## src/hw/rctc_regs.vh

```
// Register map, reset values and timing constants for the clock trim block.
// Included by the clock trim control module rctc_trim_ctrl; definitions only.
`ifndef RCTC_REGS_VH
`define RCTC_REGS_VH

// Register indices (documented) and block-local registers
`define RCTC_ADDR_W          16
`define RCTC_OFF_TRIM_A      16'h0911
`define RCTC_OFF_TRIM_B      16'h0912
`define RCTC_OFF_MODE_CTRL   16'h0920
`define RCTC_OFF_REF_VOLT    16'h0921
`define RCTC_OFF_PA_RAMP     16'h0922
`define RCTC_OFF_TX_POWER    16'h0923
`define RCTC_OFF_STATUS      16'h0924
`define RCTC_OFF_WAKE_PERIOD 16'h0925

// Trim codes
`define RCTC_TRIM_MIN        8'h00
`define RCTC_TRIM_MAX        8'h2F
`define RCTC_TRIM_POR        8'h05
`define RCTC_TRIM_STDBY      8'h12

// Mode control bits
`define RCTC_MODE_STDBY_BIT  0
`define RCTC_MODE_COLD_BIT   1

// Reference supply voltage, tenths of a volt
`define RCTC_VREF_MIN        8'h10
`define RCTC_VREF_MAX        8'h21
`define RCTC_VREF_RST        8'h10

// PA ramp time in microseconds
`define RCTC_RAMP_MIN_US     16'h000A
`define RCTC_RAMP_MAX_US     16'h0D48
`define RCTC_RAMP_RST_US     16'h000A

// Transmit power step, 0 = highest, 31 = lowest
`define RCTC_PWR_STEP_MAX    8'h1F
`define RCTC_PWR_RST         8'h00

// Wake period in slow RC ticks
`define RCTC_WAKE_RST        16'h0040

`endif

```

## src/hw/rctc_trim_ctrl.v

```verilog
// Clock reference and crystal trim control with host register port.
// Assumes one 100 MHz clock; host strobes synchronous to it.
`timescale 1ns/10ps
`include "rctc_regs.vh"
module rctc_trim_ctrl (
  // Clock and reset
  input  wire        clock,
  input  wire        rst,
  // Register port
  input  wire [15:0] reg_addr,
  input  wire [7:0]  reg_wdata,
  input  wire        reg_wr,
  input  wire        reg_rd,
  output reg  [7:0]  reg_rdata,
  // Mode events
  input  wire        ref_supply_pin_config_cmd,
  input  wire        cold_wake,
  input  wire        slow_tick,
  // Trim and oscillator controls
  output reg  [7:0]  crystal_pin_a_trim,
  output reg  [7:0]  crystal_pin_b_trim,
  output reg         crystal_standby_mode,
  output reg         fast_rc_oscillator_en,
  output reg         slow_rc_oscillator_en,
  output reg         ref_supply_pin_en,
  output reg  [7:0]  ref_supply_voltage,
  output reg  [15:0] pa_ramp_time,
  output reg  [4:0]  tx_power_range,
  output reg         wake_event
);
  // Fast RC holdover after the last access, cycles
  localparam [3:0] FAST_RC_HOLD = 4'hF;

  reg        standby_q;
  reg        sleep_q;
  reg        tcxo_q;
  reg [15:0] wake_period_q;
  reg [3:0]  fast_hold_q;
  wire       wake_pulse;

  // Saturating clamp used by two programmable fields, reference voltage and PA ramp
  function [15:0] clamp16;
    input [15:0] val;
    input [15:0] lo;
    input [15:0] hi;
    begin
      if (val < lo)
        clamp16 = lo;
      else if (val > hi)
        clamp16 = hi;
      else
        clamp16 = val;
    end
  endfunction

  function [7:0] trim_sat;
    input [7:0] code;
    begin
      // Codes above max pin at max; no code disconnects the cap
      trim_sat = (code > `RCTC_TRIM_MAX) ? `RCTC_TRIM_MAX : code;
    end
  endfunction

  wire wr_trim_a = reg_wr && reg_addr == `RCTC_OFF_TRIM_A;
  wire wr_trim_b = reg_wr && reg_addr == `RCTC_OFF_TRIM_B;
  wire wr_mode   = reg_wr && reg_addr == `RCTC_OFF_MODE_CTRL;
  wire stdby_req = wr_mode && reg_wdata[`RCTC_MODE_STDBY_BIT];
  wire stdby_entry = stdby_req && !standby_q;
  wire sleep_req = wr_mode && reg_wdata[`RCTC_MODE_COLD_BIT];
  // Clamp at full width, then keep the byte that the field holds
  wire [15:0] vref_clamped = clamp16({8'h00, reg_wdata},
    {8'h00, `RCTC_VREF_MIN}, {8'h00, `RCTC_VREF_MAX});

  rctc_slow_timer u_slow_timer (
    .clock      (clock),
    .rst        (rst),
    .enable     (sleep_q),
    .period     (wake_period_q),
    .slow_tick  (slow_tick),
    .wake_pulse (wake_pulse)
  );

  // Mode state
  always @(posedge clock) begin
    if (rst) begin
      standby_q <= 1'b0;
      sleep_q   <= 1'b0;
      tcxo_q    <= 1'b0;
    end else begin
      if (ref_supply_pin_config_cmd)
        tcxo_q <= 1'b1;
      if (wr_mode)
        standby_q <= reg_wdata[`RCTC_MODE_STDBY_BIT];
      if (sleep_req)
        sleep_q <= 1'b1;
      else if (wake_pulse || cold_wake)
        sleep_q <= 1'b0;
    end
  end

  // Trim registers; command and standby forcing beat host writes
  always @(posedge clock) begin
    if (rst) begin
      crystal_pin_a_trim <= `RCTC_TRIM_POR;
      crystal_pin_b_trim <= `RCTC_TRIM_POR;
    end else begin
      if (cold_wake) begin
        crystal_pin_a_trim <= `RCTC_TRIM_POR;
        crystal_pin_b_trim <= `RCTC_TRIM_POR;
      end else if (stdby_entry) begin
        crystal_pin_a_trim <= `RCTC_TRIM_STDBY;
        crystal_pin_b_trim <= `RCTC_TRIM_STDBY;
      end else begin
        if (wr_trim_a)
          crystal_pin_a_trim <= trim_sat(reg_wdata);
        if (wr_trim_b)
          crystal_pin_b_trim <= trim_sat(reg_wdata);
      end
      if (ref_supply_pin_config_cmd)
        crystal_pin_a_trim <= `RCTC_TRIM_MAX;
    end
  end

  // Programmable analog settings
  always @(posedge clock) begin
    if (rst) begin
      ref_supply_voltage <= `RCTC_VREF_RST;
      pa_ramp_time       <= `RCTC_RAMP_RST_US;
      tx_power_range     <= 5'h00;
      wake_period_q      <= `RCTC_WAKE_RST;
    end else if (reg_wr) begin
      case (reg_addr)
        `RCTC_OFF_REF_VOLT: begin
          ref_supply_voltage <= vref_clamped[7:0];
        end
        `RCTC_OFF_PA_RAMP: begin
          // Byte-wide port: value written in units of 16 us
          pa_ramp_time <= clamp16({4'h0, reg_wdata, 4'h0},
            `RCTC_RAMP_MIN_US, `RCTC_RAMP_MAX_US);
        end
        `RCTC_OFF_TX_POWER: begin
          // Step 0 is full power, each step 1 dB lower
          tx_power_range <= reg_wdata[4:0];
        end
        `RCTC_OFF_WAKE_PERIOD: begin
          wake_period_q <= {reg_wdata, 8'h00};
        end
        default: begin
        end
      endcase
    end
  end

  // Oscillator enables and registered outputs
  always @(posedge clock) begin
    if (rst) begin
      fast_hold_q           <= 4'h0;
      fast_rc_oscillator_en <= 1'b1;
      slow_rc_oscillator_en <= 1'b0;
      crystal_standby_mode  <= 1'b0;
      ref_supply_pin_en     <= 1'b0;
      wake_event            <= 1'b0;
    end else begin
      // Holdover keeps the RC running across back-to-back accesses
      if (reg_wr || reg_rd)
        fast_hold_q <= FAST_RC_HOLD;
      else if (fast_hold_q != 4'h0)
        fast_hold_q <= fast_hold_q - 4'h1;
      fast_rc_oscillator_en <= reg_wr || reg_rd ||
                               fast_hold_q != 4'h0 || !sleep_q;
      slow_rc_oscillator_en <= sleep_q;
      // Command cycle counts too, so standby never shows with the pin on
      crystal_standby_mode  <= standby_q && !tcxo_q &&
                               !ref_supply_pin_config_cmd;
      ref_supply_pin_en     <= tcxo_q || ref_supply_pin_config_cmd;
      wake_event            <= wake_pulse;
    end
  end

  // Read data in the cycle after the strobe
  always @(posedge clock) begin
    if (rst) begin
      reg_rdata <= 8'h00;
    end else if (reg_rd) begin
      case (reg_addr)
        `RCTC_OFF_TRIM_A:      reg_rdata <= crystal_pin_a_trim;
        `RCTC_OFF_TRIM_B:      reg_rdata <= crystal_pin_b_trim;
        `RCTC_OFF_MODE_CTRL:   reg_rdata <= {7'h00, standby_q};
        `RCTC_OFF_REF_VOLT:    reg_rdata <= ref_supply_voltage;
        `RCTC_OFF_PA_RAMP:     reg_rdata <= pa_ramp_time[11:4];
        `RCTC_OFF_TX_POWER:    reg_rdata <= {3'h0, tx_power_range};
        `RCTC_OFF_STATUS:      reg_rdata <= {5'h00, sleep_q, tcxo_q,
                                             standby_q};
        `RCTC_OFF_WAKE_PERIOD: reg_rdata <= wake_period_q[15:8];
        default:               reg_rdata <= 8'h00;
      endcase
    end else begin
      reg_rdata <= 8'h00;
    end
  end
endmodule // rctc_trim_ctrl

```

## src/hw/rctc_slow_timer.v

```verilog
// Slow RC tick counter for sleep wake-up timing.
// Assumes slow_tick is a one-cycle pulse synchronous to clock.
`timescale 1ns/10ps
module rctc_slow_timer (
  // Clock and reset
  input  wire        clock,
  input  wire        rst,
  // Control
  input  wire        enable,
  input  wire [15:0] period,
  input  wire        slow_tick,
  // Event
  output reg         wake_pulse
);
  reg [15:0] count_q;

  always @(posedge clock) begin
    if (rst) begin
      count_q    <= 16'h0000;
      wake_pulse <= 1'b0;
    end else begin
      wake_pulse <= 1'b0;
      if (!enable) begin
        count_q <= 16'h0000;
      end else if (slow_tick) begin
        // Period of zero would wake every tick; treated as one
        if (count_q + 16'h0001 >= period) begin
          count_q    <= 16'h0000;
          wake_pulse <= 1'b1;
        end else begin
          count_q <= count_q + 16'h0001;
        end
      end
    end
  end
endmodule // rctc_slow_timer

```

## config.mk

```make
export PLATFORM = sky130hd
export DESIGN_NAME = rctc_trim_ctrl
export DESIGN_NICKNAME = d
export VERILOG_FILES = /design/src/hw/rctc_trim_ctrl.v /design/src/hw/rctc_slow_timer.v
export VERILOG_INCLUDE_DIRS = /design/src /design/src/hw
export SDC_FILE = /design/constraint.sdc
export NUM_CORES = 1
export LEC_CHECK = 0
export CAP_MARGIN = 20
export CORE_MARGIN = 2
export CORE_UTILIZATION = 40
export DETAILED_ROUTE_END_ITERATION = 10
export DONT_BUFFER_PORTS = 1
export PLACE_DENSITY_LB_ADDON = 0.2
export SKIP_CTS_REPAIR_TIMING = 1
export SLEW_MARGIN = 20
export SYNTH_ARGS = -nofsm -noshare
export SYNTH_HDL_FRONTEND = slang
export SYNTH_HIERARCHICAL = 1
export SYNTH_SLANG_ARGS = --single-unit
```

## constraint.sdc

```tcl
create_clock -name clock -period 7.6 [get_ports clock]
set_clock_uncertainty 0.1 [all_clocks]
set_input_delay 1.14 -clock clock [delete_from_list [all_inputs] [get_ports clock]]
set_output_delay 1.14 -clock clock [all_outputs]
set_load 0.03 [all_outputs]
```

==> After elaboration in Yosys (flattened, before gate mapping) <==
Cells that the tools add are included.
{ "word_totals": {"register_bits": 91, "inputBits": 31} }
{ "classes": {"add_sub_neg": 2, "n_mux": 18, "bitwise_logic": 3, "reduce_logical": 34, "magnitude_cmp": 6, "n_eq_ne": 8} }
{ "ops": {"columns": ["op", "n"], "rows": [
  ["$eq A16 B12 Y1 const B", 8],
  ["$pmux W8 S8", 1],
  ["$mux W12", 2],
  ["$mux W6", 4],
  ["$mux W8", 3],
  ["$add A16 B1 Y16 const B", 1],
  ["$ge A16 B16 Y1", 1],
  ["$gt A8 B6 Y1 const B", 2],
  ["$mux W16", 1],
  ["$gt A12 B12 Y1 const B", 1],
  ["$lt A12 B4 Y1 const B", 1],
  ["$mux W5", 2],
  ["$reduce_or A3 Y1", 3],
  ["$logic_and A1 B1 Y1", 8],
  ["$lt A8 B5 Y1 const B", 1],
  ["$mux W4", 2],
  ["$reduce_and A2 Y1", 4],
  ["$reduce_bool A2 Y1", 4],
  ["$reduce_bool A4 Y1", 2],
  ["$reduce_or A2 Y1", 3],
  ["$logic_or A1 B1 Y1", 5],
  ["$logic_not A1 Y1", 4],
  ["$reduce_or A4 Y1", 1],
  ["$sub A4 B1 Y4 const B", 1],
  ["other kinds (2)", 6]
]} }

==> Logic depth before layout (Yosys ltp) <==
{ "depth": {"ltp_word": 7, "ltp_mapped": 12} }

==> Hierarchy <==
Netlist, hierarchy kept.
{ "modules_own_cells": {"columns": ["module", "seq_area_each_um2", "cells_each", "instances", "area_per_inst_um2"], "rows": [
  ["rctc_trim_ctrl", 1361.3, 361, 1, 3305.7],
  ["rctc_slow_timer", 340.3, 182, 1, 1426.4]
]} }

==> Worst setup path before layout <==
OpenSTA, ideal clock, no wires.
{ "synth_path": {"path_type": "reg2reg", "start": "reg u_slow_timer.count_q[5]", "end": "reg u_slow_timer.count_q[10]", "setup_slack_ns": 4.503, "arrival_time_ns": 2.865, "path_stages_with_launch": 13, "path_buffers": 2, "synth_period_minus_slack_ns": 3.097, "cell_sequence": "dfxtp_1 buf_2 nand4_1 nor4_1 nand3_1 xnor2_1 ha_1 nand4_1 nor3_1 nand3_1 a31oi_1 clkbuf_1 nor3_1"} }
{ "synth_between": {"elab_chain_len": 3} }
{ "synth_rtl": {"columns": ["element", "line_no", "source"], "rows": [
  ["start, declared", "rctc_slow_timer.v:15", "reg [15:0] count_q;"],
  ["start signal, assigned", "rctc_slow_timer.v:31", "count_q <= count_q + 16'h0001;"],
  ["$add A16 B1 Y16 (*)", "rctc_slow_timer.v:27, rctc_slow_timer.v:31", null],
  ["$ge A16 B16 Y1", "rctc_slow_timer.v:27", "if (count_q + 16'h0001 >= period) begin"],
  ["$mux W16 (*)", "rctc_slow_timer.v:27", null]
]} }
Mark *: on every way between the ends. The rest lies on a longest branch, timed or not.
A chain may end at the register's enable or synchronous reset.

==> Final worst setup path <==
{ "layout_path": {"start": "reg u_slow_timer.count_q[5]", "end": "reg u_slow_timer.count_q[6]"} }
Same word-level chain as after synthesis.

==> impl_metrics.json <==
{
  "drc_errors": 0,
  "regToRegEndpoint": "u_slow_timer/count_q[6]",
  "r2r_slack_ns": 3.92,
  "max_slew_margin": 0.424,
  "cts_root_buf": "clkbuf_16",
  "fillCellCount": 1165,
  "yosysSeqAreaShare": 0.360,
  "fin_area_sq_mm": 0.00500,
  "cts-buffers-inserted": 9,
  "drt-total-wl_mm": 12.4,
  "vias": 3892,
  "fmax_ghz": 0.272,
  "cts_htree_levels": 3,
  "rsz0062_at_grt": "no",
  "place_congestion": 0.876,
  "p_per_area_mw_per_mm2": 189,
  "avgRoutedWirePerCell_um": 18.4,
  "netlist_instances": 543,
  "synth_top_area_share": 0.360,
  "synth_area_leaders": "dfxtp_1, ha_1, mux2i_1, nor2_1, xnor2_1",
  "critPathRequiredTime_ns": 7.70,
  "via_per_inst": 5.78,
  "grt_max_degree": 51,
  "total_leakage_power_nw": 1.83,
  "worstMarginPinSlew_ns": 0.859,
  "power_uw": 944,
  "fin_cells": 673,
  "worst-path-max-fanout": 14,
  "final_common_cell": "dfxtp_1",
  "hold_path.startpoint": "wake_period_q[6]",
  "timing.final.max_slew_violations": 0,
  "drtAntennaViolNets": 0,
  "cts_tree": "built",
  "ys_async_sr_fraction": 0,
  "die_w_um": 113,
  "grt_pass1_wl_mm": 19.6,
  "yosysTopAreaCell": "dfxtp_1",
  "ff2ff_path_depth": 10,
  "ios": 89,
  "status": "complete, no violations",
  "fp.dieH_um": 113,
  "syn_area_sq_mm": 0.00473,
  "peakVddDrop_v": 0.000154,
  "post-dp-hpwl_mm": 9.29,
  "io_buffers": 0,
  "synth-main-ff-cell": "dfxtp_1",
  "r2r-start": "u_slow_timer/count_q[5]",
  "syn2layout_area_growth_pct": 5.63,
  "grt_overflow": 0,
  "grt.total_usage": 0.194,
  "grt_pass1_vias": 3634,
  "start_kind": "flop",
  "cp-end-kind": "flop",
  "finalSetupViolCount": 0,
  "drive_above_1_share": 0.0868,
  "clk_path_buf_depth": 2,
  "start_util": 0.413,
  "fin_setup_tns_ns": 0,
  "antenna_found_initial": 0,
  "fin_crit_sh": 0.484,
  "min_path_type": "flop to flop",
  "cts.clk_slew.worst_paths_ns": 0.07,
  "clk_latency_ns": 0.34,
  "min_period_ns": 3.68,
  "yosys_warnings": 6,
  "coreArea_sq_mm": 0.0115,
  "crit_type": "flop to flop",
  "syn_area_per_cell_sq_um": 8.71,
  "first_iter_violations": 291,
  "critPathLaunch": "u_slow_timer/count_q[5]",
  "crit_end": "u_slow_timer/count_q[6]",
  "cp_data_arrival_time_ns": 3.77,
  "synth_edf_count": 0,
  "final_util": 0.436,
  "ys_types": 69,
  "maxCapViolCount": 0,
  "layout_common_cells": "dfxtp_1, nor2_1, nand2_1",
  "num_rows": 39,
  "ys_ff_latch": 85,
  "placed_cells": 657,
  "dieArea_sq_mm": 0.0127,
  "firstDrtPassIters": 5,
  "nets": 575,
  "post_dp_cell_area_sq_mm": 0.00469,
  "cts_sinks": 85,
  "antenna_cells": 0,
  "final-hold-violation-count": 0
}
[metrics by stage]
step                      setup WS, ns  hold slack (ns)
after global routing              3.64            0.386
final                             3.92            0.373
after global placement            3.76            0.351
after detailed placement          3.98            0.353
after CTS                         3.96            0.374
after floorplan                   4.50            0.322
[power breakdown]
part           total (mW)  switching (mW)  leakage (nW)  internal, mW
Combinational      0.0377          0.0239         0.994        0.0138
Sequential          0.455         0.00653         0.688         0.449
Clock               0.451           0.192         0.151         0.259
[synthesized netlist by cell type (all sizes together), types with 3 or more instances]
cell and n:
dfxtp 85, nor2 58, nand2 37, a21oi 26, inv 25, nor3 25, buf 24, mux2i 23
nand3 21, ha 19, nand4 18, clkbuf 17, xnor2 16, o21ai 14, a22o 11, a22oi 11
xor2 11, nor2b 10, or3 8, and2 7, nand2b 7, a32oi 5, mux2 5, a31oi 4
and4 4, and4bb 4, nor4b 4, or4 4, a211oi 3, and3 3, nor4 3, o211ai 3
o21a 3, o22a 3, o31ai 3
[area by class of cell]
type                       instances  area [sq um]  area share
clock buffer                       9           225      0.0451
clock inverter                     7          78.8      0.0158
inverter                          25          93.8      0.0188
multi-input combinational        404          2720       0.544
sequential                        85          1700       0.340
tap                              143           179      0.0358
[sequential cells by signal, summed over array words and instances (netlist names), 4 cells and up]
name,cells
u_slow_timer/count_q,16
pa_ramp_time,10
wake_period_q,9
crystal_pin_a_trim,8
crystal_pin_b_trim,8
ref_supply_voltage,8
reg_rdata,8
tx_power_range,5
fast_hold_q,4
[critical path, stage by stage, from the launching register on]
cell and delay [ns]:
dfxtp_1 0.51, nand4_1 0.25, nor4_1 0.65, nand3_1 0.18
xnor2_1 0.18, ha_1 0.32, nand4_1 0.14, nor3_1 0.28
nand3_1 0.13, a31oi_2 0.64, nor3_1 0.14
[cell families after synthesis]
group,after synthesis,share of synthesized area
and+or+nand+nor,217,0.254
DFF,85,0.360
AOI/OAI and AO/OA,100,0.149
adders and majority gates,19,0.0502
xor gates and xnor gates,27,0.0500
muxes,28,0.0605
buffers and inverters,66,0.0764
other,1,0.000792
[metal layers]
layer | GRT usage | vias to the layer above | routed length [um]
met5 | 0 | - | 0
met4 | 0.0463 | 0 | 108
met3 | 0.0611 | 8 | 1050
met2 | 0.301 | 143 | 5520
met1 | 0.264 | 1857 | 5680
li1 | - | 1884 | -
[worst min path at each step]
stage | to | slack, ns | cells after the start
final | wake_period_q[6] | 0.37 | 1
after global routing | wake_period_q[6] | 0.39 | 1
after CTS | wake_period_q[6] | 0.37 | 1
after detailed placement | wake_period_q[6] | 0.35 | 1
after global placement | wake_period_q[6] | 0.35 | 1
after floorplan | crystal_standby_mode | 0.32 | 1
Note: power is estimated with default switching activity, not from simulation.
